[src/include/soak_program_regs.svh]
/*
 Register offsets, field positions, reset values and timing counts of the soak program sequencer.
 Included by the design file; holds definitions only.
*/
`ifndef SOAK_PROGRAM_REGS_SVH
`define SOAK_PROGRAM_REGS_SVH

// ==========================================================================
// Register offsets (word addresses on the plain register port)
`define REG_PATTERN 4'h0
`define REG_START 4'h1
`define REG_SOAK 4'h2
`define REG_UNIT 4'h3
`define REG_BAND 4'h4
`define REG_PROCESS 4'h5
`define REG_ASSIGN 4'h6
`define REG_STATUS 4'h7
`define REG_REMAIN 4'h8
`define REG_WRITES 4'h9

// ==========================================================================
// Reset values and limits
`define SOAK_MIN 14'h0001
`define SOAK_MAX 14'h270F
`define SOAK_RESET 14'h0001
`define BAND_MIN 14'h0001
`define BAND_MAX 14'h270F
`define BAND_RESET 14'h0000

// ==========================================================================
// Status bit positions
`define ST_RUN 0
`define ST_END 1
`define ST_ACTIVE 2
`define ST_BLINK 3

// ==========================================================================
// Timing: clock rate and 0.5 s blink, 1 s tick
`define CLK_HZ 125000000
`define BLINK_MS 500
`define BLINK_CYCLES (`CLK_HZ / 1000 * `BLINK_MS)
`define SECOND_CYCLES `CLK_HZ
`define SECONDS_PER_MIN 60
`define SECONDS_PER_HOUR 3600

`endif

[src/include/soak_program_pkg.sv]
/*
 Types of the soak program sequencer.
 Assumes nothing of its surroundings.
*/
package soak_program_pkg;

	typedef enum logic [1:0] {
		PATTERN_OFF,
		PATTERN_STOP,
		PATTERN_KEEP
	} program_pattern_select_t;

	typedef enum logic [1:0] {
		UNIT_SECONDS,
		UNIT_MINUTES,
		UNIT_HOURS
	} soak_unit_t;

	typedef enum logic [1:0] {
		OUT_NONE,
		OUT_END,
		OUT_FIRST_ALARM,
		OUT_COOLING
	} out_function_t;

	typedef enum logic [1:0] {
		SEQ_IDLE,
		SEQ_SOAK,
		SEQ_DONE
	} seq_state_t;

endpackage

[src/hw/soak_program_sequencer.sv]
/*
 Soak program sequencer: a single-step program that times in-band soak and raises program end.
 Assumes one 125 MHz clock, registers reached over a plain address/strobe port, and event
 inputs and the communications command arriving from outside the clock domain.
*/
// Behaviour
// A start setting change from idle to go begins a program run.
// Accumulated in-band time reaching soak time raises program end output and indication.
// Pattern off means no program operation whatever start requests arrive.
// Stop pattern halts control, run switches to stop at program end.
// Keep-running pattern stays in run after program end.
// Soak duration accepts 1 to 9999 in seconds, minutes or hours; default 1.
// Soak timer advances only inside set point plus or minus band; holds outside.
// Band off means unbounded band: timer counts continuously from start.
// Start by setting, by assigned event input, or by command if no event assigned.
// Event-assigned start makes start setting a read-only monitor of the event.
// Pattern set to off resets event assignment of program start to none.
// At end, primary shows process value; secondary alternates set point and end each 0.5 s.
// Pattern off to on routes end function to auxiliary output 1 unless cooling has it.
// Pattern on to off restores the first alarm output to its alarm function.
// Start setting go to idle clears program end output and indication.
// An event input also clears end; start setting cannot clear it when event-assigned.
// Every start and reset requests a non-volatile memory write.
// Band for analog variants is off or 0.01 to 99.99 percent of full scale.
// Program end is assignable to any output and reported in communications status.
// Remaining monitor is soak duration minus elapsed, clamped to zero through duration.
`include "soak_program_regs.svh"
`timescale 1ns/1ps
`default_nettype none

module soak_program_sequencer (
	// Clock and reset
	input wire logic core_clk,
	input wire logic rst_b,
	// Register port
	input wire logic [3:0] reg_addr,
	input wire logic [15:0] reg_wdata,
	input wire logic reg_write,
	input wire logic reg_read,
	output logic [15:0] reg_rdata,
	// Process values, same clock domain
	input wire logic [15:0] process_value,
	input wire logic [15:0] set_point,
	input wire logic cooling_on_aux1,
	// Asynchronous requests
	input wire logic event_start_pin,
	input wire logic event_clear_pin,
	input wire logic comm_start_pin,
	// Outputs
	output logic aux_out1,
	output logic alarm_out1,
	output logic run_mode,
	output logic end_indication,
	output logic show_end_on_secondary,
	output logic nvm_write_req
);

	localparam logic [26:0] BLINK_LAST = 27'(`BLINK_CYCLES - 1);
	localparam logic [26:0] SECOND_LAST = 27'(`SECOND_CYCLES - 1);

	typedef struct packed {
		logic [2:0] ev_start_s;
		logic [2:0] ev_clear_s;
		logic [2:0] comm_s;
		soak_program_pkg::program_pattern_select_t pattern;
		soak_program_pkg::soak_unit_t unit;
		soak_program_pkg::seq_state_t seq;
		soak_program_pkg::out_function_t aux1_fn;
		soak_program_pkg::out_function_t alarm1_fn;
		logic start_go;
		logic event_assigned;
		logic [13:0] soak;
		logic [13:0] band;
		logic [26:0] tick_div;
		logic [11:0] sub_count;
		logic [13:0] elapsed;
		logic [26:0] blink_div;
		logic blink;
		logic run;
		logic end_flag;
		logic nvm_req;
		logic [15:0] nvm_count;
		logic [15:0] rdata;
		logic aux1;
		logic alarm1;
	} state_t;

	state_t cur;
	state_t nxt;

	logic in_band;
	logic [16:0] band_low;
	logic [16:0] band_high;
	logic [11:0] unit_len;
	logic [13:0] remain;

	// ==========================================================================
	// Helpers
	always_comb begin
		band_low = {1'b0, set_point} - {3'h0, cur.band};
		band_high = {1'b0, set_point} + {3'h0, cur.band};
		if (cur.band == 14'h0000) begin
			in_band = 1'b1;
		end else begin

			in_band = ({1'b0, process_value} >= band_low || band_low[16])
				&& ({1'b0, process_value} <= band_high);
		end
		case (cur.unit)
			soak_program_pkg::UNIT_MINUTES: unit_len = 12'(`SECONDS_PER_MIN);
			soak_program_pkg::UNIT_HOURS: unit_len = 12'(`SECONDS_PER_HOUR);
			default: unit_len = 12'h001;
		endcase
		remain = (cur.elapsed >= cur.soak) ? 14'h0000 : cur.soak - cur.elapsed;
	end

	// ==========================================================================
	// Next state
	always_comb begin
		logic start_req;
		logic reset_req;
		logic new_go;
		logic clear_req;
		start_req = 1'b0;
		reset_req = 1'b0;
		new_go = cur.start_go;
		clear_req = 1'b0;
		nxt = cur;
		nxt.nvm_req = 1'b0;
		nxt.ev_start_s = {cur.ev_start_s[1:0], event_start_pin};
		nxt.ev_clear_s = {cur.ev_clear_s[1:0], event_clear_pin};
		nxt.comm_s = {cur.comm_s[1:0], comm_start_pin};

		// Register writes.
		if (reg_write) begin
			case (reg_addr)
				`REG_PATTERN: begin
					if (reg_wdata[1:0] <= 2'h2) begin
						nxt.pattern = soak_program_pkg::program_pattern_select_t'(reg_wdata[1:0]);
						if (reg_wdata[1:0] == 2'h0 && cur.pattern != soak_program_pkg::PATTERN_OFF) begin
							nxt.event_assigned = 1'b0;
							nxt.alarm1_fn = soak_program_pkg::OUT_FIRST_ALARM;
						end
						if (reg_wdata[1:0] != 2'h0 && cur.pattern == soak_program_pkg::PATTERN_OFF) begin

							nxt.aux1_fn = cooling_on_aux1 ? soak_program_pkg::OUT_COOLING
								: soak_program_pkg::OUT_END;
						end
					end
				end
				`REG_START: begin
					// A start setting with the pattern off is ignored and costs no memory write.
					if (!cur.event_assigned && cur.pattern != soak_program_pkg::PATTERN_OFF) begin
						new_go = reg_wdata[0];
					end
				end
				`REG_SOAK: begin
					if (reg_wdata[13:0] >= `SOAK_MIN && reg_wdata[13:0] <= `SOAK_MAX) begin
						nxt.soak = reg_wdata[13:0];
					end
				end
				`REG_UNIT: begin
					if (reg_wdata[1:0] <= 2'h2) begin
						nxt.unit = soak_program_pkg::soak_unit_t'(reg_wdata[1:0]);
					end
				end
				`REG_BAND: begin
					if (reg_wdata[13:0] <= `BAND_MAX) begin
						nxt.band = reg_wdata[13:0];
					end
				end
				`REG_ASSIGN: begin
					nxt.aux1_fn = soak_program_pkg::out_function_t'(reg_wdata[1:0]);
					nxt.alarm1_fn = soak_program_pkg::out_function_t'(reg_wdata[3:2]);
					nxt.event_assigned = reg_wdata[4] && cur.pattern != soak_program_pkg::PATTERN_OFF;
				end
				default: begin
				end
			endcase
		end

		// Event and command start paths.
		if (cur.event_assigned) begin
			new_go = cur.ev_start_s[1];
		end else if (cur.comm_s[1] && !cur.comm_s[2]
			&& cur.pattern != soak_program_pkg::PATTERN_OFF) begin
			new_go = 1'b1;
		end
		if (cur.ev_clear_s[1] && !cur.ev_clear_s[2]) begin
			clear_req = 1'b1;
		end

		start_req = new_go && !cur.start_go;
		reset_req = !new_go && cur.start_go;
		nxt.start_go = new_go;
		if (start_req || reset_req) begin
			nxt.nvm_req = 1'b1;
			nxt.nvm_count = cur.nvm_count + 16'h0001;
		end

		// Sequencer.
		if (cur.pattern == soak_program_pkg::PATTERN_OFF) begin
			nxt.seq = soak_program_pkg::SEQ_IDLE;
			nxt.end_flag = 1'b0;
		end else begin
			case (cur.seq)
				soak_program_pkg::SEQ_IDLE: begin
					if (start_req) begin
						nxt.seq = soak_program_pkg::SEQ_SOAK;
						nxt.elapsed = 14'h0000;
						nxt.tick_div = 27'h0000000;
						nxt.sub_count = 12'h000;
						nxt.run = 1'b1;
					end
				end
				soak_program_pkg::SEQ_SOAK: begin
					if (reset_req) begin
						nxt.seq = soak_program_pkg::SEQ_IDLE;
						nxt.run = 1'b0;
					end else if (cur.elapsed >= cur.soak) begin
						nxt.seq = soak_program_pkg::SEQ_DONE;
						nxt.end_flag = 1'b1;
						if (cur.pattern == soak_program_pkg::PATTERN_STOP) begin
							nxt.run = 1'b0;
						end // keep-running leaves run set.
					end else if (in_band) begin

						if (cur.tick_div == SECOND_LAST) begin
							nxt.tick_div = 27'h0000000;
							if (cur.sub_count + 12'h001 >= unit_len) begin
								nxt.sub_count = 12'h000;
								nxt.elapsed = cur.elapsed + 14'h0001;
							end else begin
								nxt.sub_count = cur.sub_count + 12'h001;
							end
						end else begin
							nxt.tick_div = cur.tick_div + 27'h0000001;
						end
					end
				end
				soak_program_pkg::SEQ_DONE: begin
					if (reset_req || clear_req) begin
						nxt.seq = soak_program_pkg::SEQ_IDLE;
						nxt.end_flag = 1'b0;
					end
				end
				default: nxt.seq = soak_program_pkg::SEQ_IDLE;
			endcase
		end

		// Blink of the secondary display.
		if (cur.end_flag) begin
			if (cur.blink_div == BLINK_LAST) begin
				nxt.blink_div = 27'h0000000;
				nxt.blink = !cur.blink;
			end else begin
				nxt.blink_div = cur.blink_div + 27'h0000001;
			end
		end else begin
			nxt.blink_div = 27'h0000000;
			nxt.blink = 1'b0;
		end

		// Output routing.
		nxt.aux1 = (cur.aux1_fn == soak_program_pkg::OUT_END) && cur.end_flag;
		nxt.alarm1 = (cur.alarm1_fn == soak_program_pkg::OUT_END) && cur.end_flag;

		// Read data, valid in the cycle after the strobe.
		nxt.rdata = 16'h0000;
		if (reg_read) begin
			case (reg_addr)
				`REG_PATTERN: nxt.rdata = {14'h0000, cur.pattern};
				`REG_START: nxt.rdata = {15'h0000, cur.start_go};
				`REG_SOAK: nxt.rdata = {2'h0, cur.soak};
				`REG_UNIT: nxt.rdata = {14'h0000, cur.unit};
				`REG_BAND: nxt.rdata = {2'h0, cur.band};
				`REG_PROCESS: nxt.rdata = process_value;
				`REG_ASSIGN: nxt.rdata = {11'h000, cur.event_assigned, cur.alarm1_fn, cur.aux1_fn};
				`REG_STATUS: nxt.rdata = {12'h000, cur.blink, cur.seq == soak_program_pkg::SEQ_SOAK,
					cur.end_flag, cur.run};
				`REG_REMAIN: nxt.rdata = {2'h0, remain};
				`REG_WRITES: nxt.rdata = cur.nvm_count;
				default: nxt.rdata = 16'h0000;
			endcase
		end
	end

	// ==========================================================================
	// State register
	always_ff @(posedge core_clk or negedge rst_b) begin
		if (!rst_b) begin
			cur <= '{
				pattern: soak_program_pkg::PATTERN_OFF,
				unit: soak_program_pkg::UNIT_MINUTES,
				seq: soak_program_pkg::SEQ_IDLE,
				aux1_fn: soak_program_pkg::OUT_NONE,
				alarm1_fn: soak_program_pkg::OUT_FIRST_ALARM,
				soak: `SOAK_RESET,
				band: `BAND_RESET,
				default: '0
			};
		end else begin
			cur <= nxt;
		end
	end

	// The primary display always carries the process value; only the secondary is steered here.
	assign reg_rdata = cur.rdata;
	assign aux_out1 = cur.aux1;
	assign alarm_out1 = cur.alarm1;
	assign run_mode = cur.run;
	assign end_indication = cur.end_flag;
	assign show_end_on_secondary = cur.blink;
	assign nvm_write_req = cur.nvm_req;

endmodule

`default_nettype wire

[config.mk]
export PLATFORM = sky130hd
export DESIGN_NAME = soak_program_sequencer
export DESIGN_NICKNAME = d
export VERILOG_FILES = /design/src/include/soak_program_pkg.sv /design/src/hw/soak_program_sequencer.sv
export VERILOG_INCLUDE_DIRS = /design/src /design/src/include
export SDC_FILE = /design/constraint.sdc
export NUM_CORES = 1
export LEC_CHECK = 0
export BUFFER_PORTS_ARGS = -buffer_cell sky130_fd_sc_hd__buf_2
export CAP_MARGIN = 30
export CORE_AREA = 10 10 177 212
export CTS_CLUSTER_SIZE = 20
export DETAILED_ROUTE_END_ITERATION = 7
export DIE_AREA = 0 0 187 222
export GPL_ROUTABILITY_DRIVEN = 1
export GPL_TIMING_DRIVEN = 0
export PLACE_DENSITY_LB_ADDON = 0.15
export REMOVE_ABC_BUFFERS = 1
export SLEW_MARGIN = 5
export SYNTH_ARGS = -nofsm -noshare
export SYNTH_HDL_FRONTEND = slang
export SYNTH_SLANG_ARGS = --single-unit
[constraint.sdc]
create_clock -name core_clk -period 11.4 [get_ports core_clk]
set_input_delay 0.57 -clock core_clk [delete_from_list [all_inputs] [get_ports core_clk]]
set_output_delay 0.57 -clock core_clk [all_outputs]
set_load 0.05 [all_outputs]
Word-level counts from Yosys, hierarchy flattened. Cells that the tools add are included.

Register bits after elaboration: 166. Bits in latches: 0. Memory bits (writable): 0. ROM bits: 0. Memories kept: 0.

Add/subtract/negate cells: 8. Multiply operators: 0. Divide/modulo/power cells: 0. Order comparisons: 7. Equality and inequality tests: 35. Shift operators: 0. Multiplexer cells: 47. Bitwise logic cells: 1. Reduce and logical (&&, ||, !) cells: 44.

Operator list (number): two-way mux 53 bit (4); case mux 16 bit (10 select lines) (1); case mux 53 bit (2 select lines) (1); adder 27 x 1 -> 27 bit, second input constant (2); two-way mux 27 bit (2); two-way mux 14 bit (2); two-way mux 28 bit (1); == test 27 x 26 -> 1 bit, second input constant (1); == test 27 bit, second input constant (1); two-way mux 26 bit (1); case mux 12 bit (2 select lines) (1); two-way mux 2 bit (9); inequality test 2 bit, second input constant (9); inequality test 3 bit, second input constant (6); adder 16 x 14 -> 17 bit (1); >= comparator 16 x 17 -> 1 bit (1); <= comparator 16 x 17 -> 1 bit (1); two-way mux 17 bit (1); subtractor 16 x 14 -> 17 bit (1); adder 16 x 1 -> 16 bit, second input constant (1); == test 4 x 3 -> 1 bit, second input constant (4); two-way mux 1 bit (16); two-way mux 16 bit (1); AND reduction 3 bit (5); other kinds (34) (69).

Logic depth before layout (Yosys ltp). Gate-level depths: netlist of the first run.

Depth in word-level cells: 13. Depth in mapped cells: 23. Mapped depth without buffers: 21.

Worst setup path after synthesis of the first run. Ideal clock, no wire load.

Path kind: input -> register. Start point: input port set_point[0]. End point: register cur[98] (netlist bit). Library setup time: 94 ps. Arrival time: 4357 ps. Slack: 6950 ps. Stages on the path: 22. Path buffers: 2. Cell sequence: ha_1 inv_1 fa_1 or2_4 a221oi_4 o2111ai_2 a211oi_2 or2_2 a21oi_1 o21bai_1 xnor2_1 ha_1 nand3_1 nor2_1 a221oi_1 o211ai_1 o2111ai_1 o21ai_2 or3_1 buf_6 buf_12 o31ai_2.

Word-level cells in the longest chain between the ends: 7.

Ends and longest elaborated chain: start, declared (RTL line soak_program_sequencer.sv:43) `input wire logic [15:0] set_point,`; subtractor 16 x 14 -> 17 bit (RTL line soak_program_sequencer.sv:100) `band_low = {1'b0, set_point} - {3'h0, cur.band};`; >= comparator 16 x 17 -> 1 bit (RTL line soak_program_sequencer.sv:106) `in_band = ({1'b0, process_value} >= band_low || band_low[16])`; logical OR 1 bit (RTL line soak_program_sequencer.sv:106); logical AND 1 bit (*) (RTL line soak_program_sequencer.sv:107) `&& ({1'b0, process_value} <= band_high);`; two-way mux 1 bit (*) (RTL line soak_program_sequencer.sv:102) `if (cur.band == 14'h0000) begin`; inequality test 2 bit (no source line) (*); AND reduction 6 bit (no source line) (*); end signal, assigned (RTL line soak_program_sequencer.sv:292) `cur <= '{`; end signal, assigned (RTL line soak_program_sequencer.sv:303) `cur <= nxt;`; end, declared (RTL line soak_program_sequencer.sv:88) `state_t cur;`.

Every way passes the cells marked *; elsewhere a longest branch is shown, timed or not. A chain may end at the register's enable or synchronous reset.

Worst setup path in the final report of the first run.
Start point: register cur[118] (netlist bit). End point: register cur[102] (netlist bit).

Word-level cells in the longest chain between the ends: 7.

Ends and longest elaborated chain (RTL line): subtractor 16 x 14 -> 17 bit (soak_program_sequencer.sv:100); >= comparator 16 x 17 -> 1 bit (soak_program_sequencer.sv:106); logical OR 1 bit (soak_program_sequencer.sv:106); logical AND 1 bit (soak_program_sequencer.sv:107); two-way mux 1 bit (*) (soak_program_sequencer.sv:102); inequality test 2 bit (no source line) (*); AND reduction 6 bit (no source line) (*).

Marked as above.

==> key figures, run 1 <==
Power and ir drop
  • Total power density per cell area: 177 nW/µm²
  • Leak: 5.58 nW
  • Power after layout: 2.29 mW
  • Peak supply drop: 0.104 mV

Place
  • Placed instance area: 12400 µm²
  • Post-detailed-placement half-perimeter wirelength: 24600 µm
  • Global placer's final weighted congestion: 0.852
  • Quantity of I/O buffers inserted on ports: 79

GRT
  • Pin count of the biggest net entering global routing: 107
  • Vias in the first global route: 9583
  • Gr usage total: 15.3%
  • First-pass GRT wire length: 52000 µm
  • Overflow left after global routing: 0
  • Number of antenna violations at the first check in global routing: 0

Setup path
  • Worst reg2reg setup slack: 4950 ps
  • Endpoint of the worst-slack reg-to-reg timing path: cur[102]
  • CP Data Arrival Time: 6760 ps
  • CP max-delay cell: o21ai_4
  • Crit-path most repeated cell: ha_1
  • Cell-by-cell listing of the critical path: ha_1 -> inv_1 -> fa_1 -> or2_4 -> a221oi_4 -> o2111ai_2 -> a211oi_2 -> or2_2 -> a21oi_1 -> o21bai_1 -> xnor2_1 -> ha_1 -> nand3_1 -> nor4_1 -> o31ai_1 -> o211ai_1 -> o2111ai_1 -> o21ai_4 -> buf_12 -> or3_1 -> buf_16 -> o41ai_1
  • Worst setup startpoint: cur[118]
  • Critical Setup Path Class: reg2reg
  • Kind of end point of the critical path: flip-flop
  • Startpoint class of the critical path: flip-flop
  • Reg2Reg Launch Point: cur[118]
  • Largest driver fanout on the critical path: 32
  • Biggest cell delay along the critical path: 750 ps
  • Critical Path RT: 11720 ps
  • Worst reg2reg path depth: 22

STA
  • Worst clock skew: 15.4 ps
  • Unrepaired setup endpoints after global routing: false
  • Maximum operating frequency: 155 MHz
  • Share of the cycle needed by the critical path after routing: 56.6%
  • Final hold viol count: 0
  • Relative slew margins: 38.3%
  • Slew of the pin with the lowest slew margin: 923 ps
  • Sum of negative setup slack: 0 ps
  • Count of endpoints failing setup in the final report: 0
  • Worst hold slack after final layout: 138 ps
  • Fin. max-slew vios: 0
  • Tmin final: 6450 ps

Flow run
  • Max-capacitance violation count: 0

Hold path
  • HP Class: in2async

Route
  • Total via count in the routed design: 9539
  • First DRT Iteration DRCs: 608
  • DRT Pass-1 Iters: 5
  • Post-route DRC violation count: 0
  • Routed length per instance: 17.8 µm
  • Post-detailed-routing wire length: 32000 µm
  • Number of nets still failing antenna checks after routing: 0
  • Via density: 5.31

CTS
  • Maximum number of buffers from clock root to sink: 2
  • Buffers inserted by post-CTS timing repair: 0
  • Library cell used as clock root buffer: clkbuf_16
  • Deepest level of the CTS H-tree: 4
  • Clk_lat worst skew: 440 ps
  • Number of resized instances in the post-cts repair step: 0
  • Count of hold buffers inserted by post-cts repair: 0
  • Clock tree from TritonCTS: yes
  • Number of CTS-inserted buffers: 17
  • Clock edge transition at the registers on the reported setup and hold paths: 70 ps
  • Clock Sinks: 166

Logic synthesis
  • Count of flip-flops with a built-in enable after synthesis: 0
  • Async S/R FF share, synth: 100%
  • Number of different library cells in the post-synthesis netlist: 77
  • Mean area per synthesized cell: 8.96 µm²
  • Yosys warning count: 0
  • Most instantiated flip-flop cell in the synthesis netlist: dfrtp_1
  • Flops & latches, synth: 166
  • Seq/Total Area, Yosys: 36.0%
  • Area of the mapped netlist: 11500 µm²
  • Synth Instances: 1289

Floorplan
  • Die footprint: 41500 µm²
  • Boundary pin count: 82
  • Die boundary height: 222 µm
  • Row Count: 73
  • Area of the core: 33100 µm²
  • Initial standard-cell utilization of the core: 34.9%
  • Horizontal extent of the die: 187 µm

Final layout
  • Total non-filler cell area in the finished layout: 12900 µm²
  • Final antenna diode count: 0
  • Proportion of layout cells with a drive suffix above 1: 14.4%
  • NumNets Final: 1487
  • Area growth from synthesis to layout: 12.0%

Status
  • Status: finished clean
report_power, final:
group / leakage [nW] / switching, mW / internal (mW)
Combinational: 3.10 / 0.593 / 0.387
Sequential: 2.20 / 0.0876 / 0.662
Clock: 0.276 / 0.264 / 0.297
Total: 5.58 / 0.945 / 1.35
layout make-up:
class	count	area (µm²)
fill	3409	20100
clock buffer	19	453
timing repair buffer	95	638
multi-input combinational	977	6730
inverter	76	285
tap	450	563
sequential	166	4160
clock inverter	13	114
cell families (layout without fill, tap and decap cells):
group / Yosys count / count (layout) / share of synthesized area (%)
AND/OR/NAND/NOR: 474 / 474 / 20.4
AO/OA/AOI/OAI: 310 / 310 / 19.4
flip-flops: 166 / 166 / 36.0
buffers and inverters: 146 / 203 / 5.89
adder cells (fa/ha/maj): 94 / 94 / 10.4
XOR/XNOR: 82 / 82 / 6.22
multiplexers: 17 / 17 / 1.74
critical path, delay by kind of cell (launching register included):
family,cells,cell delay (ps)
DFF,1,570
AOI/OAI and AO/OA,10,2360
buffers and inverters,3,560
adders and majority gates,3,950
xor gates and xnor gates,1,90
and+or+nand+nor,5,1740
worst max-delay path by stage:
| stage | endpoint | slack (ps) | depth (start not counted) |
|---|---|---|---|
| floorplan | cur[102] | 5560 | 20 |
| global placement | cur[104] | 3540 | 21 |
| detailed placement | cur[102] | 4840 | 23 |
| CTS | cur[102] | 4890 | 22 |
| global route | cur[102] | 4610 | 22 |
| finish | cur[102] | 4950 | 22 |
state kept, by name (all words and copies together) (netlist names):
signal	flops
cur	144
reg_rdata	16
alarm_out1	1
aux_out1	1
end_indication	1
nvm_write_req	1
run_mode	1
show_end_on_secondary	1
per-layer routing:
layer	share of wire, %	global-route usage (%)
met3	2.7	1.94
met2	50	26.6
met4	1.5	4.83
met5	0	0
met1	46	19.2
cells in the mapped netlist (all sizes together), types with 27 or more instances:
cell	count	share of area, %
nand3	52	2.3
buf	28	2.0
nor3	34	1.5
xnor2	56	4.2
ha	91	9.9
clkbuf	42	1.4
a31oi	27	1.5
o31ai	52	3.9
nand2	108	3.5
a21oi	46	2.0
inv	76	2.5
nor2	118	3.8
nand2b	27	1.5
o21ai	82	3.8
dfrtp	163	35
stage by stage:
stage | util, % | instances | setup slack (ps)
global placement | 36.6 | 1748 | 3540
floorplan | - | 1219 | 5560
detailed placement | 37.4 | 1762 | 4840
CTS | 39.1 | 1794 | 4890
global route | 39.1 | 1796 | 4610
finish | 39.1 | 1796 | 4950
layout by cell type (no fill, tap or decap), types with 14 or more instances in the layout:
cell and n:
a21oi_1 46, a222oi_1 14, a31oi_1 27, and3_1 21, buf_2 78, clkbuf_16 17, dfrtp_1 163, ha_1 91
inv_1 75, mux2_2 15, nand2_1 108, nand2b_1 27, nand3_1 52, nand4_1 25, nor2_1 118, nor2b_1 17
nor3_1 33, nor4_1 14, o21ai_0 73, o31ai_1 40, xnor2_1 56, xor2_1 26
Power figures use the tool's default switching activity.
==> run 2, diff against run 1 <==
- clock period: 11.4 -> 5.7 ns (I/O delays scaled with it)
==> run 2 against run 1 <==
  * Via count up 0.79%
  * Wire length increased by 2.4%
  * Core utilization grew 0.49 points
  * Worst hold slack worse by 23 ps
  * Non-clock buffer count rose by 5
  * Global-route usage up 0.29 points
  * Combinational power grew 110%
  * Clock power grew 100%
  * Design area rose by 1.3%
  * Cell count is 0.33% higher
  * Critical endpoint unchanged
  * Largest power group unchanged
==> key figures, run 2 (synthesis results as in run 1) <==
Setup path
  • Startpoint class of the critical path: flip-flop
  • Worst reg2reg path depth: 21
  • Largest driver fanout on the critical path: 32
  • Critical Path RT: 6030 ps
  • Kind of end point of the critical path: flip-flop
  • CP Data Arrival Time: 5720 ps
  • Critical Setup Path Class: reg2reg

Power and ir drop
  • Peak supply drop: 0.208 mV
  • Leak: 5.63 nW
  • Total power density per cell area: 355 nW/µm²

STA
  • Worst-case setup margin in the final layout: 308 ps
  • Slew of the pin with the lowest slew margin: 916 ps
  • Unrepaired setup endpoints after global routing: false
  • Relative slew margins: 38.9%
  • Worst clock skew: 15.4 ps
  • Maximum operating frequency: 185 MHz
  • Final hold viol count: 0
  • Worst hold slack after final layout: 116 ps
  • Count of endpoints failing setup in the final report: 0
  • Tmin final: 5390 ps
  • Fin. max-slew vios: 0
  • Share of the cycle needed by the critical path after routing: 94.6%

Floorplan
  • Row Count: 73
  • Boundary pin count: 82
  • Initial standard-cell utilization of the core: 34.9%
  • Horizontal extent of the die: 187 µm
  • Area of the core: 33100 µm²
  • Die boundary height: 222 µm
  • Die footprint: 41500 µm²

Place
  • Quantity of I/O buffers inserted on ports: 79
  • Global placer's final weighted congestion: 0.852
  • Post-detailed-placement half-perimeter wirelength: 24600 µm
  • Worst slack at placement: -784 ps
  • Placed instance area: 12400 µm²

Final layout
  • NumNets Final: 1493
  • Total non-filler cell area in the finished layout: 13100 µm²
  • Fraction of the core area covered by cells at the end of the flow: 39.6%
  • Final antenna diode count: 0
  • Area growth from synthesis to layout: 13.5%
  • Commonest non-fill, non-tap cells in the layout: 162 x dfrtp_1, 118 x nor2_1, 108 x nand2_1, 91 x ha_1, 78 x buf_2
  • Largest reg by FF count: cur
  • Proportion of layout cells with a drive suffix above 1: 15.2%
  • Flip-flop count of the largest register after layout: 144
  • Most common cell after layout, fill and taps aside: dfrtp_1

Route
  • Total via count in the routed design: 9614
  • First DRT Iteration DRCs: 648
  • Via density: 5.34
  • DRT Pass-1 Iters: 6
  • Post-route DRC violation count: 0
  • Routed length per instance: 18.2 µm
  • Post-detailed-routing wire length: 32700 µm
  • Number of nets still failing antenna checks after routing: 0

GRT
  • First-pass GRT wire length: 52800 µm
  • Number of antenna violations at the first check in global routing: 0
  • Overflow left after global routing: 0
  • Pin count of the biggest net entering global routing: 107
  • Vias in the first global route: 9684
  • Gr usage total: 15.6%

CTS
  • Clock tree from TritonCTS: yes
  • Number of CTS-inserted buffers: 17
  • Library cell used as clock root buffer: clkbuf_16
  • Maximum number of buffers from clock root to sink: 2
  • Deepest level of the CTS H-tree: 4
  • Clock Sinks: 166
  • Clk_lat worst skew: 440 ps
  • Clock edge transition at the registers on the reported setup and hold paths: 70 ps

Hold path
  • Min-Delay Path Depth: 3
  • HP Class: in2reg

Status
  • Status: finished clean

Flow run
  • Max-capacitance violation count: 0
run 2: path summary, 6_finish.rpt:
kind / startpoint / to / slack (ps)
worst max register to register: cur[118] / cur[102] / 310
worst min register to register: cur[158] / cur[159] / 350
worst max-delay path: cur[118] / cur[102] / 310
worst min-delay path: reg_wdata[11] / cur[129] / 120
max in group asynchronous: rst_b / reg_rdata[9] / 4560
min in group asynchronous: rst_b / cur[82] / 450
run 2: repair_timing:
item	in CTS	in global routing
resized for setup	7	7
gates cloned	1	0
buffers inserted	1	1
pin swaps	1	2
setup endpoints to repair	51	38
hold endpoints to repair	105	0
hold buffers	4	0
run 2: through the flow:
stage | TNS (ps) | total power [mW] | std cells
final | 0 | 4.65 | 1802
after global routing | 0 | 4.99 | 1802
after CTS | 0 | 4.67 | 1800
after detailed placement | -19270 | 3.49 | 1762
after global placement | -84880 | 3.40 | 1748
after floorplan | 0 | 2.85 | 1219
run 2: critical path, stage by stage, from the launching register on:
cell       delay (ps)
dfrtp_2           470
ha_1              210
inv_1              60
fa_1              400
or2_4             280
a221oi_4          350
o2111ai_2         190
a211oi_2          250
or2_2             160
a21oi_1            60
o21bai_1          170
xnor2_1            90
ha_1              300
nand3_1           170
nor4_4            370
nand3_1           230
o2111ai_4         190
o21ai_4           140
buf_12            210
or3_4             450
buf_16            180
o41ai_1           310
run 2: cell type report:
| type | count | area [µm²] |
|---|---|---|
| clock buffers | 19 | 453 |
| clock inverters | 13 | 114 |
| fillers | 3393 | 20000 |
| inverters | 76 | 285 |
| multi-input cells | 978 | 6830 |
| flip-flops and latches | 166 | 4160 |
| well taps | 450 | 563 |
| repair buffers | 100 | 701 |
run 2: routing by layer:
metal  GRT usage [%]  vias to the layer above  share of wire, %  routed length [µm]
li1                -                     4745                 -                   -
met1            19.6                     4657                45               14900
met2            26.8                      176                50               16300
met3            2.16                       36               3.0                 992
met4            5.17                        0               1.7                 552
met5               0                        -                 0                   0
run 2: power by group:
group / switching [mW] / total [mW] / internal [mW] / leakage (nW)
registers: 0.175 / 1.50 / 1.33 / 2.20
logic: 1.23 / 2.03 / 0.797 / 3.15
clock network: 0.529 / 1.12 / 0.594 / 0.276
total: 1.94 / 4.65 / 2.72 / 5.63
